### src/hdl/pcr_pkg.sv
package power_unit_pkg;

  // ---------------------------------------------------------------
  // Register offsets
  // ---------------------------------------------------------------
  localparam logic [7:0] OFS_CHIP_SLEEP_EN = 8'h00;
  localparam logic [7:0] OFS_CHIP_CLK_REQ = 8'h04;
  localparam logic [7:0] OFS_PROC_SLEEP_EN = 8'h08;
  localparam logic [7:0] OFS_PROC_CLK_REQ = 8'h0C;
  localparam logic [7:0] OFS_HOST_SLEEP_EN = 8'h10;
  localparam logic [7:0] OFS_HOST_CLK_REQ = 8'h14;
  localparam logic [7:0] OFS_SYS_SLEEP_CTRL = 8'h18;
  localparam logic [7:0] OFS_CPU_CLK_CTRL = 8'h20;
  localparam logic [7:0] OFS_PROC_SLEEP_EN2 = 8'h24;
  localparam logic [7:0] OFS_PROC_CLK_REQ2 = 8'h28;
  localparam logic [7:0] OFS_LOW_CLK_CTRL = 8'h2C;
  localparam logic [7:0] OFS_OSC_ID = 8'h30;
  localparam logic [7:0] OFS_PWR_RST_STS = 8'h34;
  localparam logic [7:0] OFS_CHIP_RST_EN = 8'h38;
  localparam logic [7:0] OFS_HOST_RST_EN = 8'h3C;
  localparam logic [7:0] OFS_PROC_RST_EN = 8'h40;
  localparam logic [7:0] OFS_PROC_RST_EN2 = 8'h44;
  localparam logic [7:0] OFS_POWER_RESET_CONTROL = 8'h48;
  localparam logic [31:0] UNIT_BASE_ADDR = 32'h4008_0100;

  // ---------------------------------------------------------------
  // Field layouts and reset values
  // ---------------------------------------------------------------
  localparam logic [31:0] CHIP_SLEEP_MASK = 32'h0000_0003;
  localparam logic [31:0] REG_RESET_VALUE = 32'h0000_0000;
  localparam int STS_EXT_RESET_BIT = 0;
  localparam int STS_RUNNING_BIT = 1;
  localparam int STS_STRAP_LSB = 8;
  localparam int CTRL_SOFT_RESET_BIT = 0;
  localparam logic [31:0] OSC_ID_DEFAULT = 32'h0000_0A5A;

  // ---------------------------------------------------------------
  // Timing
  // ---------------------------------------------------------------
  localparam int CLK_PERIOD_NS = 40;
  localparam int STRETCH_TIME_NS = 1000000;
  localparam int SETTLE_TIME_NS = 2650;
  localparam int STRETCH_CYCLES = STRETCH_TIME_NS / CLK_PERIOD_NS;
  localparam int SETTLE_CYCLES =
    (SETTLE_TIME_NS + CLK_PERIOD_NS - 1) / CLK_PERIOD_NS;
  localparam int TIMER_W = 16;

  // ---------------------------------------------------------------
  // Types
  // ---------------------------------------------------------------
  typedef enum logic [1:0] {
    ST_STRETCH = 2'b00,
    ST_SETTLE = 2'b01,
    ST_RUN = 2'b10
  } rst_state_t;

  typedef struct packed {
    logic [31:0] chip;
    logic [31:0] proc;
    logic [31:0] host;
    logic [31:0] proc2;
  } block_group_t;

endpackage : power_unit_pkg

### src/hdl/sync_2ff.sv
`timescale 1ns/100ps
`default_nettype none
module sync_2ff
  import power_unit_pkg::*;
#(
  parameter int WIDTH = 1
)(
  // Clock and reset
  input wire logic core_clk_i,
  input wire logic reset_i,
  // Data
  input wire logic [WIDTH-1:0] async_i,
  output logic [WIDTH-1:0] sync_o
);

  logic [WIDTH-1:0] meta_reg;

  // ---------------------------------------------------------------
  // Two-stage synchroniser.
  // ---------------------------------------------------------------
  always_ff @(posedge core_clk_i or posedge reset_i)
  begin
    if (reset_i)
    begin
      meta_reg <= '0;
      sync_o <= '0;
    end
    else
    begin
      meta_reg <= async_i;
      sync_o <= meta_reg;
    end
  end

endmodule : sync_2ff
`default_nettype wire

### src/hdl/interval_timer.sv
`timescale 1ns/100ps
`default_nettype none
module interval_timer
  import power_unit_pkg::*;
#(
  parameter int WIDTH = TIMER_W
)(
  // Clock and reset
  input wire logic core_clk_i,
  input wire logic reset_i,
  // Control
  input wire logic restart_i,
  input wire logic [WIDTH-1:0] limit_i,
  output logic done_o
);

  logic [WIDTH-1:0] count_reg;

  // ---------------------------------------------------------------
  // Counter restarted at every state change, holding at limit minus one.
  // ---------------------------------------------------------------
  always_ff @(posedge core_clk_i or posedge reset_i)
  begin
    if (reset_i)
      count_reg <= '0;
    else if (restart_i)
      count_reg <= '0;
    else if (!done_o)
      count_reg <= count_reg + {{(WIDTH-1){1'b0}}, 1'b1};
  end

  assign done_o = (count_reg == limit_i - {{(WIDTH-1){1'b0}}, 1'b1});

endmodule : interval_timer
`default_nettype wire

### src/hdl/power_clock_reset_unit.sv
// What this block does
// RULE_01: Reset pin is open drain, also monitored.
// RULE_02: Pin held low glitch-free during supply ramp.
// RULE_03: Keep pin low one stretch window after.
// RULE_04: Pin input ignored throughout the supply ramp.
// RULE_05: Release pin and capture straps together.
// RULE_06: Ignore pin for settling interval after release.
// RULE_07: Pin high at sample lets processor run.
// RULE_08: Pin low at sample restarts stretch sequence.
// RULE_09: External low pulse triggers stretched reset.
// RULE_10: No filtering on the reset pin input.
// RULE_11: One sleep request per block, per segment.
// RULE_12: Blocks send clock requests, unit monitors them.
// RULE_13: Reset-on-sleep select provided per block.
// RULE_14: Blocks raise clock request asynchronously only.
// RULE_15: Idle blocks drop clock request when awake.
// RULE_16: Idle block sleeps at once on request.
// RULE_17: Busy block finishes work, then sleeps.
// RULE_18: Register access works regardless of sleep.
// RULE_19: Wake event clears sleep requests momentarily.
// RULE_20: Registers reached in processor address space.
// RULE_21: Word-aligned registers, misaligned offsets decode nothing.
// RULE_22: External pin reset asserts main domain reset.
// RULE_23: Sleep enable one commands block to sleep.
// RULE_24: Window timings come from parameterised counter.
`timescale 1ns/100ps
`default_nettype none
module power_clock_reset_unit
  import power_unit_pkg::*;
#(
  parameter int STRAP_W = 4,
  parameter int STRETCH_COUNT = STRETCH_CYCLES,
  parameter int SETTLE_COUNT = SETTLE_CYCLES,
  parameter logic [31:0] OSC_ID = OSC_ID_DEFAULT
)(
  // Clock and power-good reset
  input wire logic core_clk_i,
  input wire logic reset_i,
  // System reset pin, open drain
  input wire logic system_reset_pin_i,
  output logic system_reset_pin_o,
  output logic system_reset_pin_oe_o,
  // Strap pins
  input wire logic [STRAP_W-1:0] strap_pins_i,
  // Reset results
  output logic main_domain_reset_o,
  output logic processor_run_o,
  // Register port
  input wire logic reg_sel_i,
  input wire logic reg_write_i,
  input wire logic [7:0] reg_addr_i,
  input wire logic [31:0] reg_wdata_i,
  output logic [31:0] reg_rdata_o,
  output logic reg_ack_o,
  // Block sleep interface
  input wire logic wake_event_i,
  input wire block_group_t clock_req_i,
  output block_group_t sleep_req_o,
  output block_group_t reset_on_sleep_o,
  output logic [3:0] segment_clock_off_o
);

  // ---------------------------------------------------------------
  // Elaboration checks
  // ---------------------------------------------------------------
  if (STRETCH_COUNT < 2 || STRETCH_COUNT >= (1 << TIMER_W))
    $error("STRETCH_COUNT out of timer range");
  if (SETTLE_COUNT < 2 || SETTLE_COUNT >= (1 << TIMER_W))
    $error("SETTLE_COUNT out of timer range");
  if (STRAP_W < 1 || STRAP_W > 8)
    $error("STRAP_W must be 1 to 8");

  // ---------------------------------------------------------------
  // Declarations
  // ---------------------------------------------------------------
  rst_state_t state_reg;
  rst_state_t state_next;
  logic pin_sync;
  logic [STRAP_W-1:0] strap_sync;
  logic wake_sync;
  logic wake_prev_reg;
  logic wake_pulse;
  block_group_t clk_req_sync;
  logic timer_done;
  logic [TIMER_W-1:0] timer_limit;
  logic [STRAP_W-1:0] strap_reg;
  logic ext_reset_reg;
  logic soft_reset_reg;
  logic ext_trigger;
  block_group_t sleep_en_reg;
  block_group_t rst_en_reg;
  logic [31:0] sys_sleep_ctrl_reg;
  logic [31:0] cpu_clk_ctrl_reg;
  logic [31:0] low_clk_ctrl_reg;
  logic wr_en;
  logic aligned;
  logic [31:0] rdata_next;
  logic sts_w1c;

  // ---------------------------------------------------------------
  // Input synchronisers
  // ---------------------------------------------------------------
  // The pin path has only the two synchroniser stages, no filter.
  sync_2ff #(.WIDTH(1)) u_pin_sync ( // [RULE_10]
    .core_clk_i(core_clk_i),
    .reset_i(reset_i),
    .async_i(system_reset_pin_i),
    .sync_o(pin_sync)
  );

  sync_2ff #(.WIDTH(STRAP_W + 1)) u_strap_sync (
    .core_clk_i(core_clk_i),
    .reset_i(reset_i),
    .async_i({wake_event_i, strap_pins_i}),
    .sync_o({wake_sync, strap_sync})
  );

  // Clock requests rise asynchronously in the blocks.
  sync_2ff #(.WIDTH($bits(block_group_t))) u_clk_req_sync ( // [RULE_14]
    .core_clk_i(core_clk_i),
    .reset_i(reset_i),
    .async_i(clock_req_i),
    .sync_o(clk_req_sync)
  );

  // ---------------------------------------------------------------
  // Reset pin sequencer
  // ---------------------------------------------------------------
  assign timer_limit = (state_reg == ST_STRETCH) ?
    TIMER_W'(STRETCH_COUNT) : TIMER_W'(SETTLE_COUNT);

  interval_timer #(.WIDTH(TIMER_W)) u_timer ( // [RULE_24]
    .core_clk_i(core_clk_i),
    .reset_i(reset_i),
    .restart_i(state_next != state_reg),
    .limit_i(timer_limit),
    .done_o(timer_done)
  );

  assign ext_trigger = !pin_sync || soft_reset_reg;

  always_comb
  begin
    state_next = state_reg;
    case (state_reg)
      // Pin input is not examined while stretching.
      ST_STRETCH:
        if (timer_done)
          state_next = ST_SETTLE; // [RULE_03] [RULE_05]
      ST_SETTLE:
        if (timer_done)
        begin
          if (pin_sync)
            state_next = ST_RUN; // [RULE_07]
          else
            state_next = ST_STRETCH; // [RULE_08]
        end
      ST_RUN:
        if (ext_trigger)
          state_next = ST_STRETCH; // [RULE_09]
      default:
        state_next = ST_STRETCH;
    endcase
  end

  // Reset itself is the supply ramp: pin driven low, input ignored.
  always_ff @(posedge core_clk_i or posedge reset_i)
  begin
    if (reset_i)
      state_reg <= ST_STRETCH; // [RULE_02] [RULE_04]
    else
      state_reg <= state_next; // [RULE_06]
  end

  // Outputs follow the next state so they stay aligned to it.
  always_ff @(posedge core_clk_i or posedge reset_i)
  begin
    if (reset_i)
    begin
      system_reset_pin_oe_o <= 1'b1; // [RULE_02]
      main_domain_reset_o <= 1'b1;
      processor_run_o <= 1'b0;
    end
    else
    begin
      system_reset_pin_oe_o <= (state_next == ST_STRETCH); // [RULE_01]
      main_domain_reset_o <= (state_next != ST_RUN); // [RULE_22]
      processor_run_o <= (state_next == ST_RUN); // [RULE_07]
    end
  end

  // Open drain: the driven level is always low.
  assign system_reset_pin_o = 1'b0; // [RULE_01]

  always_ff @(posedge core_clk_i or posedge reset_i)
  begin
    if (reset_i)
      strap_reg <= '0;
    else if (state_reg == ST_STRETCH && state_next == ST_SETTLE)
      strap_reg <= strap_sync; // [RULE_05]
  end

  // ---------------------------------------------------------------
  // Status and control flags
  // ---------------------------------------------------------------
  assign wr_en = reg_sel_i && reg_write_i && aligned;
  assign aligned = (reg_addr_i[1:0] == 2'b00); // [RULE_21]
  assign sts_w1c = wr_en && reg_addr_i == OFS_PWR_RST_STS &&
    reg_wdata_i[STS_EXT_RESET_BIT];

  // A new external reset wins over a clear in the same cycle.
  always_ff @(posedge core_clk_i or posedge reset_i)
  begin
    if (reset_i)
      ext_reset_reg <= 1'b0;
    else if (state_reg == ST_RUN && !pin_sync)
      ext_reset_reg <= 1'b1; // [RULE_09]
    else if (sts_w1c)
      ext_reset_reg <= 1'b0;
  end

  // Software pin reset request clears itself once the stretch starts.
  always_ff @(posedge core_clk_i or posedge reset_i)
  begin
    if (reset_i)
      soft_reset_reg <= 1'b0;
    else if (state_reg != ST_RUN)
      soft_reset_reg <= 1'b0;
    else if (wr_en && reg_addr_i == OFS_POWER_RESET_CONTROL)
      soft_reset_reg <= reg_wdata_i[CTRL_SOFT_RESET_BIT];
  end

  // ---------------------------------------------------------------
  // Sleep enables and reset-on-sleep selects
  // ---------------------------------------------------------------
  always_ff @(posedge core_clk_i or posedge reset_i)
  begin
    if (reset_i)
    begin
      sleep_en_reg <= '0;
      rst_en_reg <= '0;
    end
    else if (wr_en)
    begin
      case (reg_addr_i)
        OFS_CHIP_SLEEP_EN:
          sleep_en_reg.chip <= reg_wdata_i & CHIP_SLEEP_MASK;
        OFS_PROC_SLEEP_EN:
          sleep_en_reg.proc <= reg_wdata_i;
        OFS_HOST_SLEEP_EN:
          sleep_en_reg.host <= reg_wdata_i;
        OFS_PROC_SLEEP_EN2:
          sleep_en_reg.proc2 <= reg_wdata_i;
        OFS_CHIP_RST_EN:
          rst_en_reg.chip <= reg_wdata_i; // [RULE_13]
        OFS_HOST_RST_EN:
          rst_en_reg.host <= reg_wdata_i; // [RULE_13]
        OFS_PROC_RST_EN:
          rst_en_reg.proc <= reg_wdata_i; // [RULE_13]
        OFS_PROC_RST_EN2:
          rst_en_reg.proc2 <= reg_wdata_i; // [RULE_13]
        default:
          ;
      endcase
    end
  end

  always_ff @(posedge core_clk_i or posedge reset_i)
  begin
    if (reset_i)
    begin
      sys_sleep_ctrl_reg <= REG_RESET_VALUE;
      cpu_clk_ctrl_reg <= REG_RESET_VALUE;
      low_clk_ctrl_reg <= REG_RESET_VALUE;
    end
    else if (wr_en)
    begin
      if (reg_addr_i == OFS_SYS_SLEEP_CTRL)
        sys_sleep_ctrl_reg <= reg_wdata_i;
      if (reg_addr_i == OFS_CPU_CLK_CTRL)
        cpu_clk_ctrl_reg <= reg_wdata_i;
      if (reg_addr_i == OFS_LOW_CLK_CTRL)
        low_clk_ctrl_reg <= reg_wdata_i;
    end
  end

  always_ff @(posedge core_clk_i or posedge reset_i)
  begin
    if (reset_i)
      wake_prev_reg <= 1'b0;
    else
      wake_prev_reg <= wake_sync;
  end

  assign wake_pulse = wake_sync && !wake_prev_reg;

  // A wake drops every request for one cycle, then they return.
  always_ff @(posedge core_clk_i or posedge reset_i)
  begin
    if (reset_i)
    begin
      sleep_req_o <= '0;
      reset_on_sleep_o <= '0;
      segment_clock_off_o <= 4'h0;
    end
    else
    begin
      if (wake_pulse)
        sleep_req_o <= '0; // [RULE_19]
      else
        sleep_req_o <= sleep_en_reg; // [RULE_11] [RULE_23]
      reset_on_sleep_o <= rst_en_reg; // [RULE_13]
      segment_clock_off_o <= {~|clk_req_sync.chip, ~|clk_req_sync.proc,
        ~|clk_req_sync.host, ~|clk_req_sync.proc2}; // [RULE_12]
    end
  end

  // ---------------------------------------------------------------
  // Register read port
  // ---------------------------------------------------------------
  always_comb
  begin
    rdata_next = 32'h0000_0000;
    if (aligned)
    begin
      case (reg_addr_i)
        OFS_CHIP_SLEEP_EN: rdata_next = sleep_en_reg.chip;
        OFS_CHIP_CLK_REQ: rdata_next = clk_req_sync.chip;
        OFS_PROC_SLEEP_EN: rdata_next = sleep_en_reg.proc;
        OFS_PROC_CLK_REQ: rdata_next = clk_req_sync.proc;
        OFS_HOST_SLEEP_EN: rdata_next = sleep_en_reg.host;
        OFS_HOST_CLK_REQ: rdata_next = clk_req_sync.host;
        OFS_SYS_SLEEP_CTRL: rdata_next = sys_sleep_ctrl_reg;
        OFS_CPU_CLK_CTRL: rdata_next = cpu_clk_ctrl_reg;
        OFS_PROC_SLEEP_EN2: rdata_next = sleep_en_reg.proc2;
        OFS_PROC_CLK_REQ2: rdata_next = clk_req_sync.proc2;
        OFS_LOW_CLK_CTRL: rdata_next = low_clk_ctrl_reg;
        OFS_OSC_ID: rdata_next = OSC_ID;
        OFS_PWR_RST_STS:
        begin
          rdata_next[STS_EXT_RESET_BIT] = ext_reset_reg;
          rdata_next[STS_RUNNING_BIT] = (state_reg == ST_RUN);
          rdata_next[STS_STRAP_LSB +: STRAP_W] = strap_reg;
        end
        OFS_CHIP_RST_EN: rdata_next = rst_en_reg.chip;
        OFS_HOST_RST_EN: rdata_next = rst_en_reg.host;
        OFS_PROC_RST_EN: rdata_next = rst_en_reg.proc;
        OFS_PROC_RST_EN2: rdata_next = rst_en_reg.proc2;
        OFS_POWER_RESET_CONTROL: rdata_next[CTRL_SOFT_RESET_BIT] = soft_reset_reg;
        default: rdata_next = 32'h0000_0000;
      endcase
    end
  end

  always_ff @(posedge core_clk_i or posedge reset_i)
  begin
    if (reset_i)
    begin
      reg_rdata_o <= 32'h0000_0000;
      reg_ack_o <= 1'b0;
    end
    else
    begin
      reg_ack_o <= reg_sel_i; // [RULE_20]
      reg_rdata_o <= (reg_sel_i && !reg_write_i) ? rdata_next : 32'h0000_0000;
    end
  end

  // ---------------------------------------------------------------
  // Assertions
  // ---------------------------------------------------------------
  logic [TIMER_W-1:0] settle_age;

  always_ff @(posedge core_clk_i or posedge reset_i)
  begin
    if (reset_i)
      settle_age <= '0;
    else if (state_reg == ST_SETTLE)
      settle_age <= settle_age + {{(TIMER_W-1){1'b0}}, 1'b1};
    else
      settle_age <= '0;
  end

  chk_drive_low_only: assert property ( // [RULE_01]
    @(posedge core_clk_i) disable iff (reset_i)
    system_reset_pin_o == 1'b0)
    else $error("reset pin driven high");

  chk_stretch_drives: assert property ( // [RULE_03]
    @(posedge core_clk_i) disable iff (reset_i)
    (state_reg == ST_STRETCH) |-> system_reset_pin_oe_o && main_domain_reset_o)
    else $error("pin not driven low during stretch");

  chk_release_strap: assert property ( // [RULE_05]
    @(posedge core_clk_i) disable iff (reset_i)
    (state_reg == ST_STRETCH && state_next == ST_SETTLE) |=>
      !system_reset_pin_oe_o && strap_reg == $past(strap_sync))
    else $error("release and strap capture misaligned");

  chk_settle_length: assert property ( // [RULE_06]
    @(posedge core_clk_i) disable iff (reset_i)
    (state_reg == ST_SETTLE && state_next != ST_SETTLE) |->
      (settle_age == TIMER_W'(SETTLE_COUNT - 1)))
    else $error("settling interval length wrong");

  chk_sample_high: assert property ( // [RULE_07]
    @(posedge core_clk_i) disable iff (reset_i)
    (state_reg == ST_SETTLE && timer_done && pin_sync) |=>
      processor_run_o && !main_domain_reset_o)
    else $error("processor not started after high sample");

  chk_sample_low: assert property ( // [RULE_08]
    @(posedge core_clk_i) disable iff (reset_i)
    (state_reg == ST_SETTLE && timer_done && !pin_sync) |=>
      state_reg == ST_STRETCH ##1 system_reset_pin_oe_o)
    else $error("low sample did not restart stretch");

  chk_external_reset: assert property ( // [RULE_22]
    @(posedge core_clk_i) disable iff (reset_i)
    (state_reg == ST_RUN && !pin_sync) |=>
      main_domain_reset_o && !processor_run_o && ext_reset_reg)
    else $error("external reset not taken");

  chk_wake_clear: assert property ( // [RULE_19]
    @(posedge core_clk_i) disable iff (reset_i)
    wake_pulse |=> sleep_req_o == '0 ##1 sleep_req_o == $past(sleep_en_reg))
    else $error("wake did not clear then restore sleep");

  chk_sleep_follow: assert property ( // [RULE_23]
    @(posedge core_clk_i) disable iff (reset_i)
    !wake_pulse |=> sleep_req_o == $past(sleep_en_reg))
    else $error("sleep request not following enables");

  chk_misaligned_read: assert property ( // [RULE_21]
    @(posedge core_clk_i) disable iff (reset_i)
    (reg_sel_i && reg_addr_i[1:0] != 2'b00) |=>
      reg_ack_o && reg_rdata_o == 32'h0000_0000)
    else $error("misaligned access decoded");

endmodule : power_clock_reset_unit
`default_nettype wire

### config.mk
export PLATFORM = sky130hd
export DESIGN_NAME = power_clock_reset_unit
export DESIGN_NICKNAME = d
export VERILOG_FILES = /design/src/hdl/pcr_pkg.sv /design/src/hdl/sync_2ff.sv /design/src/hdl/interval_timer.sv /design/src/hdl/power_clock_reset_unit.sv
export SDC_FILE = /design/constraint.sdc
export NUM_CORES = 1
export LEC_CHECK = 0
export ABC_AREA = 1
export BUFFER_PORTS_ARGS = -buffer_cell sky130_fd_sc_hd__buf_2
export CAP_MARGIN = 20
export CORE_MARGIN = 2
export CORE_UTILIZATION = 45
export CTS_CLUSTER_DIAMETER = 40
export DETAILED_ROUTE_END_ITERATION = 8
export PLACE_DENSITY = 0.62
export REMOVE_ABC_BUFFERS = 1
export SLEW_MARGIN = 10
export SYNTH_ARGS = -nofsm -noshare
export SYNTH_HDL_FRONTEND = slang
export SYNTH_HIERARCHICAL = 1
export SYNTH_SLANG_ARGS = --single-unit
export TNS_END_PERCENT = 30
### constraint.sdc
create_clock -name core_clk_i -period 42.3 [get_ports core_clk_i]
set_input_delay 8.46 -clock core_clk_i [delete_from_list [all_inputs] [get_ports core_clk_i]]
set_output_delay 8.46 -clock core_clk_i [all_outputs]
set_load 0.01 [all_outputs]
; ---- Word-level counts from Yosys, hierarchy flattened
; Index checks and enable logic that the tools add are counted.
[classes]
eq_ne = 26
muxes = 20
add_sub_neg = 2
reduce_logical = 38
[op_table]
columns = operator, n
row1 = one-hot mux 20 bit (14 select lines), 1
row2 = OR reduction 32 bit, 4
row3 = two-way mux 98 bit, 1
row4 = one-hot mux 6 bit (15 select lines), 1
row5 = "equality test 8 x 6 -> 1 bit, second input constant", 8
row6 = two-way mux 32 bit, 2
row7 = one-hot mux 4 bit (16 select lines), 1
row8 = one-hot mux 1 bit (17 select lines), 2
row9 = two-way mux 16 bit, 2
row10 = "equality test 8 x 5 -> 1 bit, second input constant", 3
row11 = "equality test 8 x 7 -> 1 bit, second input constant", 3
row12 = AND reduction 2 bit, 11
row13 = "adder 16 x 1 -> 16 bit, second input constant", 1
row14 = equality test 16 bit, 1
row15 = "equality test 8 x 4 -> 1 bit, second input constant", 2
row16 = "subtractor 15 x 1 -> 16 bit, second input constant", 1
row17 = two-way mux 15 bit, 1
row18 = logical AND 1 bit, 9
row19 = "equality test 8 x 3 -> 1 bit, second input constant", 1
row20 = logical NOT 8 bit, 1
row21 = two-way mux 2 bit, 4
row22 = logical NOT 1 bit, 7
row23 = logical NOT 2 bit, 3
row24 = one-hot mux 2 bit (3 select lines), 1
row25 = other kinds (8), 15
[word_totals]
input_bits = 178
output_inout_bits = 297
register_bits = 911

; ---- Depth between registers and ports, before layout
[logic_depth]
ltp_word = 8
depth_mapped = 20
ltp_nobuf = 19

; ---- Cells and area by module
; The synthesis kept the hierarchy.
[modules_own_cells]
columns = module, cells_each, area_each_um2, n_inst
row1 = power_clock_reset_unit, 2681, 23662.7, 1
row2 = sync_2ff (u_clk_req_sync), 257, 6409.9, 1
row3 = interval_timer, 316, 2025.7, 1
row4 = sync_2ff (u_strap_sync), 11, 254.0, 1
row5 = sync_2ff (u_pin_sync), 3, 53.8, 1

; ---- Worst setup path before layout
; Ideal clock, no wire load.
[synth_path]
path_type = input to register
from = in reg_addr_i[7]
to = reg low_clk_ctrl_reg[10]
path_stages = 8
path_buffers = 2
setup_slack_ns = 32.670
setup_ns = 0.130
arrival_time_ns = 9.500
cell_sequence = nor2_2 nand3_2 nor2_1 buf_4 nand2_2 clkbuf_1 nand2_1 o21ai_1
[synth_between]
elab_chain_len = 2
[synth_rtl]
columns = element, line_no
row1 = start: declaration, power_clock_reset_unit.sv:51  ; input wire logic [7:0] reg_addr_i,
row2 = equality test 8 x 6 -> 1 bit, power_clock_reset_unit.sv:282  ; if (reg_addr_i == OFS_LOW_CLK_CTRL)
row3 = AND reduction 2 bit (no line), n/a
row4 = end signal: assignment, power_clock_reset_unit.sv:283  ; low_clk_ctrl_reg <= reg_wdata_i;
row5 = end: declaration, power_clock_reset_unit.sv:94  ; logic [31:0] low_clk_ctrl_reg;
; No other way between the ends.
; A chain may end at the register's enable or synchronous reset.

; ---- Final worst setup path
[layout_path]
from = in reg_addr_i[4]
to = reg rst_en_reg[64] (netlist name)
[layout_between]
elab_chain_len = 2
[layout_rtl]
columns = element, line_no
row1 = equality test 8 x 7 -> 1 bit, power_clock_reset_unit.sv:245  ; case (reg_addr_i)
row2 = AND reduction 2 bit (no line), n/a
row3 = end: declaration, power_clock_reset_unit.sv:91  ; block_group_t rst_en_reg;
; No other way between the ends.

==> flow_summary_export.csv <==
group,metric,value,unit
finish,nets,3933,
timing,hold_viol,0,
timing,finalWorstPathRequiredPeriod,10720,ps
detailed_routing,wl_met2,45970,microns
yosys,synth_area,32410,sq um
timing,finClkSkew,22.43,ps
detailed_routing,vias,23820,
floorplan,die_h,272.4,microns
timing,period_share,25.34,%
detailed_routing,wl_per_cell,20.40,microns
power_and_ir_drop,finalPower,1.971,mW
critical_path,max_stage_delay,530,ps
detailed_routing,drt-vias-per-instance,4.961,
timing,rsz0062_at_grt,"no",
finish,multiInputGateArea,8896,sq um
global_route,first_global_vias,22930,
critical_path,critPathArrivalTime,11240,ps
yosys,synth_fa_ha_area_share,0.07722,%
yosys,synth_xor_area_share,0.7722,%
floorplan,die_w,272.4,microns
critical_path,cp.required,42820,ps
clocking,cts_tree,"done",
global_route,grt_usage,26.28,%
power_and_ir_drop,irDropWorstVdd,0.00002931,V
yosys,ys_seq_area_share,68.04,%
clocking,cts-root-buf,"clkbuf_16",
timing,worst_pin_slew,1096,ps
place,place.gp.congestion,0.8746,
floorplan,start_util,45.41,%
yosys,synth_compound_area_share,6.019,%
critical_path,start_kind,"input port",
yosys,yosysTopAreaCell,"dfrtp_1",
clocking,clk_pin_slew,60,ps
power_and_ir_drop,p_leak,20.66,nW
finish,areaGrowthSynthToFinish,22.93,%
clocking,cts_buffer_depth,3,
global_route,grt_max_degree,188,
yosys,synth-async-reset-ratio,100.0,%
yosys,yosys_warnings,6,
detailed_routing,dr.max_layer_used,"met5",
status,run_status,"finished, final reports clean",
yosys,ys_seq_elements,881,
detailed_routing,drt_iter0_markers,1998,
floorplan,pin_count,475,
yosys,synthMuxAreaShare,0.06950,%
timing,maxSlewViolCount,0,
critical_path,crit_slowest_cell,"inv_2",
yosys,synth_top_family_by_area,"simple AND/OR/NAND/NOR gates",
timing,setup_ws,31580,ps
yosys,yosys.area_share.simple,19.63,%
timing,setup_viol,0,
clocking,cts_buffers,116,
clocking,cts.sinks,881,
yosys,synth_cells,3268,
global_route,grt_pass1_wl,144400,microns
floorplan,core,71360,sq um
floorplan,std_cell_rows,98,
timing,tns,0,ps
detailed_routing,final_antenna_net_count,0,
finish,seq_area,22050,sq um
hold_path,hp-class,"reg -> reg",
yosys,ys_top_cells_by_area,"dfrtp_1 68%, nand2_1 12%, o21ai_0 4.4%",
clocking,cts_resized,0,
yosys,yosysUniqueCellTypes,41,
clocking,worstSkewPairLatency,670,ps
detailed_routing,met3_length,6055,microns
yosys,ys.flop_type,"dfrtp_1",
floorplan,dieArea,74180,sq um
global_route,antenna_found_initial,2,
yosys,syn_area_per_cell,9.916,sq um
yosys,synth_edf_count,0,
critical_path,crit_chain,"buf_2 > inv_2 > nand2_1 > nor2_4 > nand2_2 > inv_2 > nand2_2 > buf_4 > nand2_1 > o21ai_0",
power_and_ir_drop,power.density,49.47,nW/um^2
detailed_routing,drt-total-wl,97950,microns
critical_path,path_max_fanout,44,
place,portBuffers,443,
place,dpl.hpwl,66710,microns
critical_path,path_class,"in -> reg",
timing,slew_headroom,26.74,%
critical_path,endpoint_kind,"register",
clocking,cts-hold-fix-buffers,0,
finish,n_fill_cell,6398,
timing,fmax,93.28,MHz
run,maxCapViolations,0,
finish,drive_above_1_share,19.95,%
place,pre_cts_ws,30870,ps
clocking,post_cts_buffers,0,
yosys,synth_top_area_share,67.88,%
global_route,grt_overflow,0,
clocking,htree_levels,3,
detailed_routing,drtPass1Iterations,6,
detailed_routing,m1WireLength,43110,microns
detailed_routing,drcViolationCount,0,
-- layout by cell type (no fill, tap or decap), types with 15 or more instances in the layout --
cell        count
clkbuf_16     118
buf_2         443
conb_1         52
nor2_1        326
dfrtp_1       879
clkinv_2       15
nand2_2        19
o21ai_0       286
bufinv_16      20
buf_4          29
nor4_1         33
o21ai_1        95
xor2_1         21
nand3_1        84
nand2_1      1021
nor2_4         19
nand4_1        15
inv_1         236
clkinvlp_4     15
-- where the power goes --
group | leakage (nW) | internal (mW) | switching [mW]
registers | 11.6 | 0.861 | 0.00954
clock network | 2.04 | 0.661 | 0.386
logic | 6.99 | 0.0113 | 0.0421
total | 20.7 | 1.53 | 0.438
-- metal layers --
layer / vias up / global-route usage, %
li1: 11120 / -
met1: 11700 / 37.51
met2: 858 / 41.09
met3: 143 / 4.329
met4: 2 / 8.936
met5: - / 0
-- through the flow --
| stage | hold WS [ps] | utilization (%) | instances | instance area, sq um |
|---|---|---|---|---|
| final | 334.9 | 55.82 | 4801 | 39840 |
| after global routing | 344.6 | 55.82 | 4800 | 39840 |
| after CTS | 332.7 | 55.74 | 4798 | 39780 |
| after detailed placement | 334.7 | 49.80 | 4583 | 35540 |
| after global placement | 331.7 | 49.80 | 4583 | 35540 |
| after floorplan | 331.2 | - | 3160 | 31790 |
-- logic make-up after synthesis --
family	Yosys count
other cells	1
compound gates	388
flops	881
fa+ha+maj	2
simple gates	1558
mux	2
xor+xnor	27
buf+inv	409
-- final timing paths --
check | to | slack [ps] | cells after the start | from
worst min register to register | u_clk_req_sync/sync_o[23] | 330 | 0 | u_clk_req_sync/meta_reg[23]
worst max-delay path | rst_en_reg[64] | 31580 | 10 | reg_addr_i[4]
worst max register to register | u_timer/count_reg[3] | 38610 | 19 | state_reg[0]
max in group asynchronous | cpu_clk_ctrl_reg[26] | 32080 | 4 | reset_i
worst min-delay path | u_clk_req_sync/sync_o[23] | 330 | 0 | u_clk_req_sync/meta_reg[23]
min in group asynchronous | u_pin_sync/meta_reg | 7750 | 2 | reset_i
-- synth_stat cells (5+ instances only) --
cell	n
dfrtp_1	879
nand4_1	15
o21ai_0	286
inv_2	11
nor4_1	33
nor2_2	13
buf_4	37
nor2_1	336
buf_2	44
xor2_1	21
nand3_2	13
clkbuf_1	72
nand3_1	84
nand2_2	12
nand2_1	1028
xnor2_1	5
nor2_4	9
o21ai_1	95
inv_1	238
-- worst max-delay path, delay by kind of cell --
kind                   cells  cell delay [ps]
and+or+nand+nor            5             1430
AOI/OAI and AO/OA          1               80
buffers and inverters      4             1150
-- area by class of cell --
type | count | share of cell area (%)
timing repair buffer | 475 | 6.300
clock inverter | 74 | 2.685
multi-input combinational | 2029 | 22.33
antenna | 1 | 0.006281
clock buffer | 141 | 7.955
inverter | 250 | 2.393
sequential | 881 | 55.35
tap | 950 | 2.984
No activity file was read; power rests on OpenSTA's default activity.
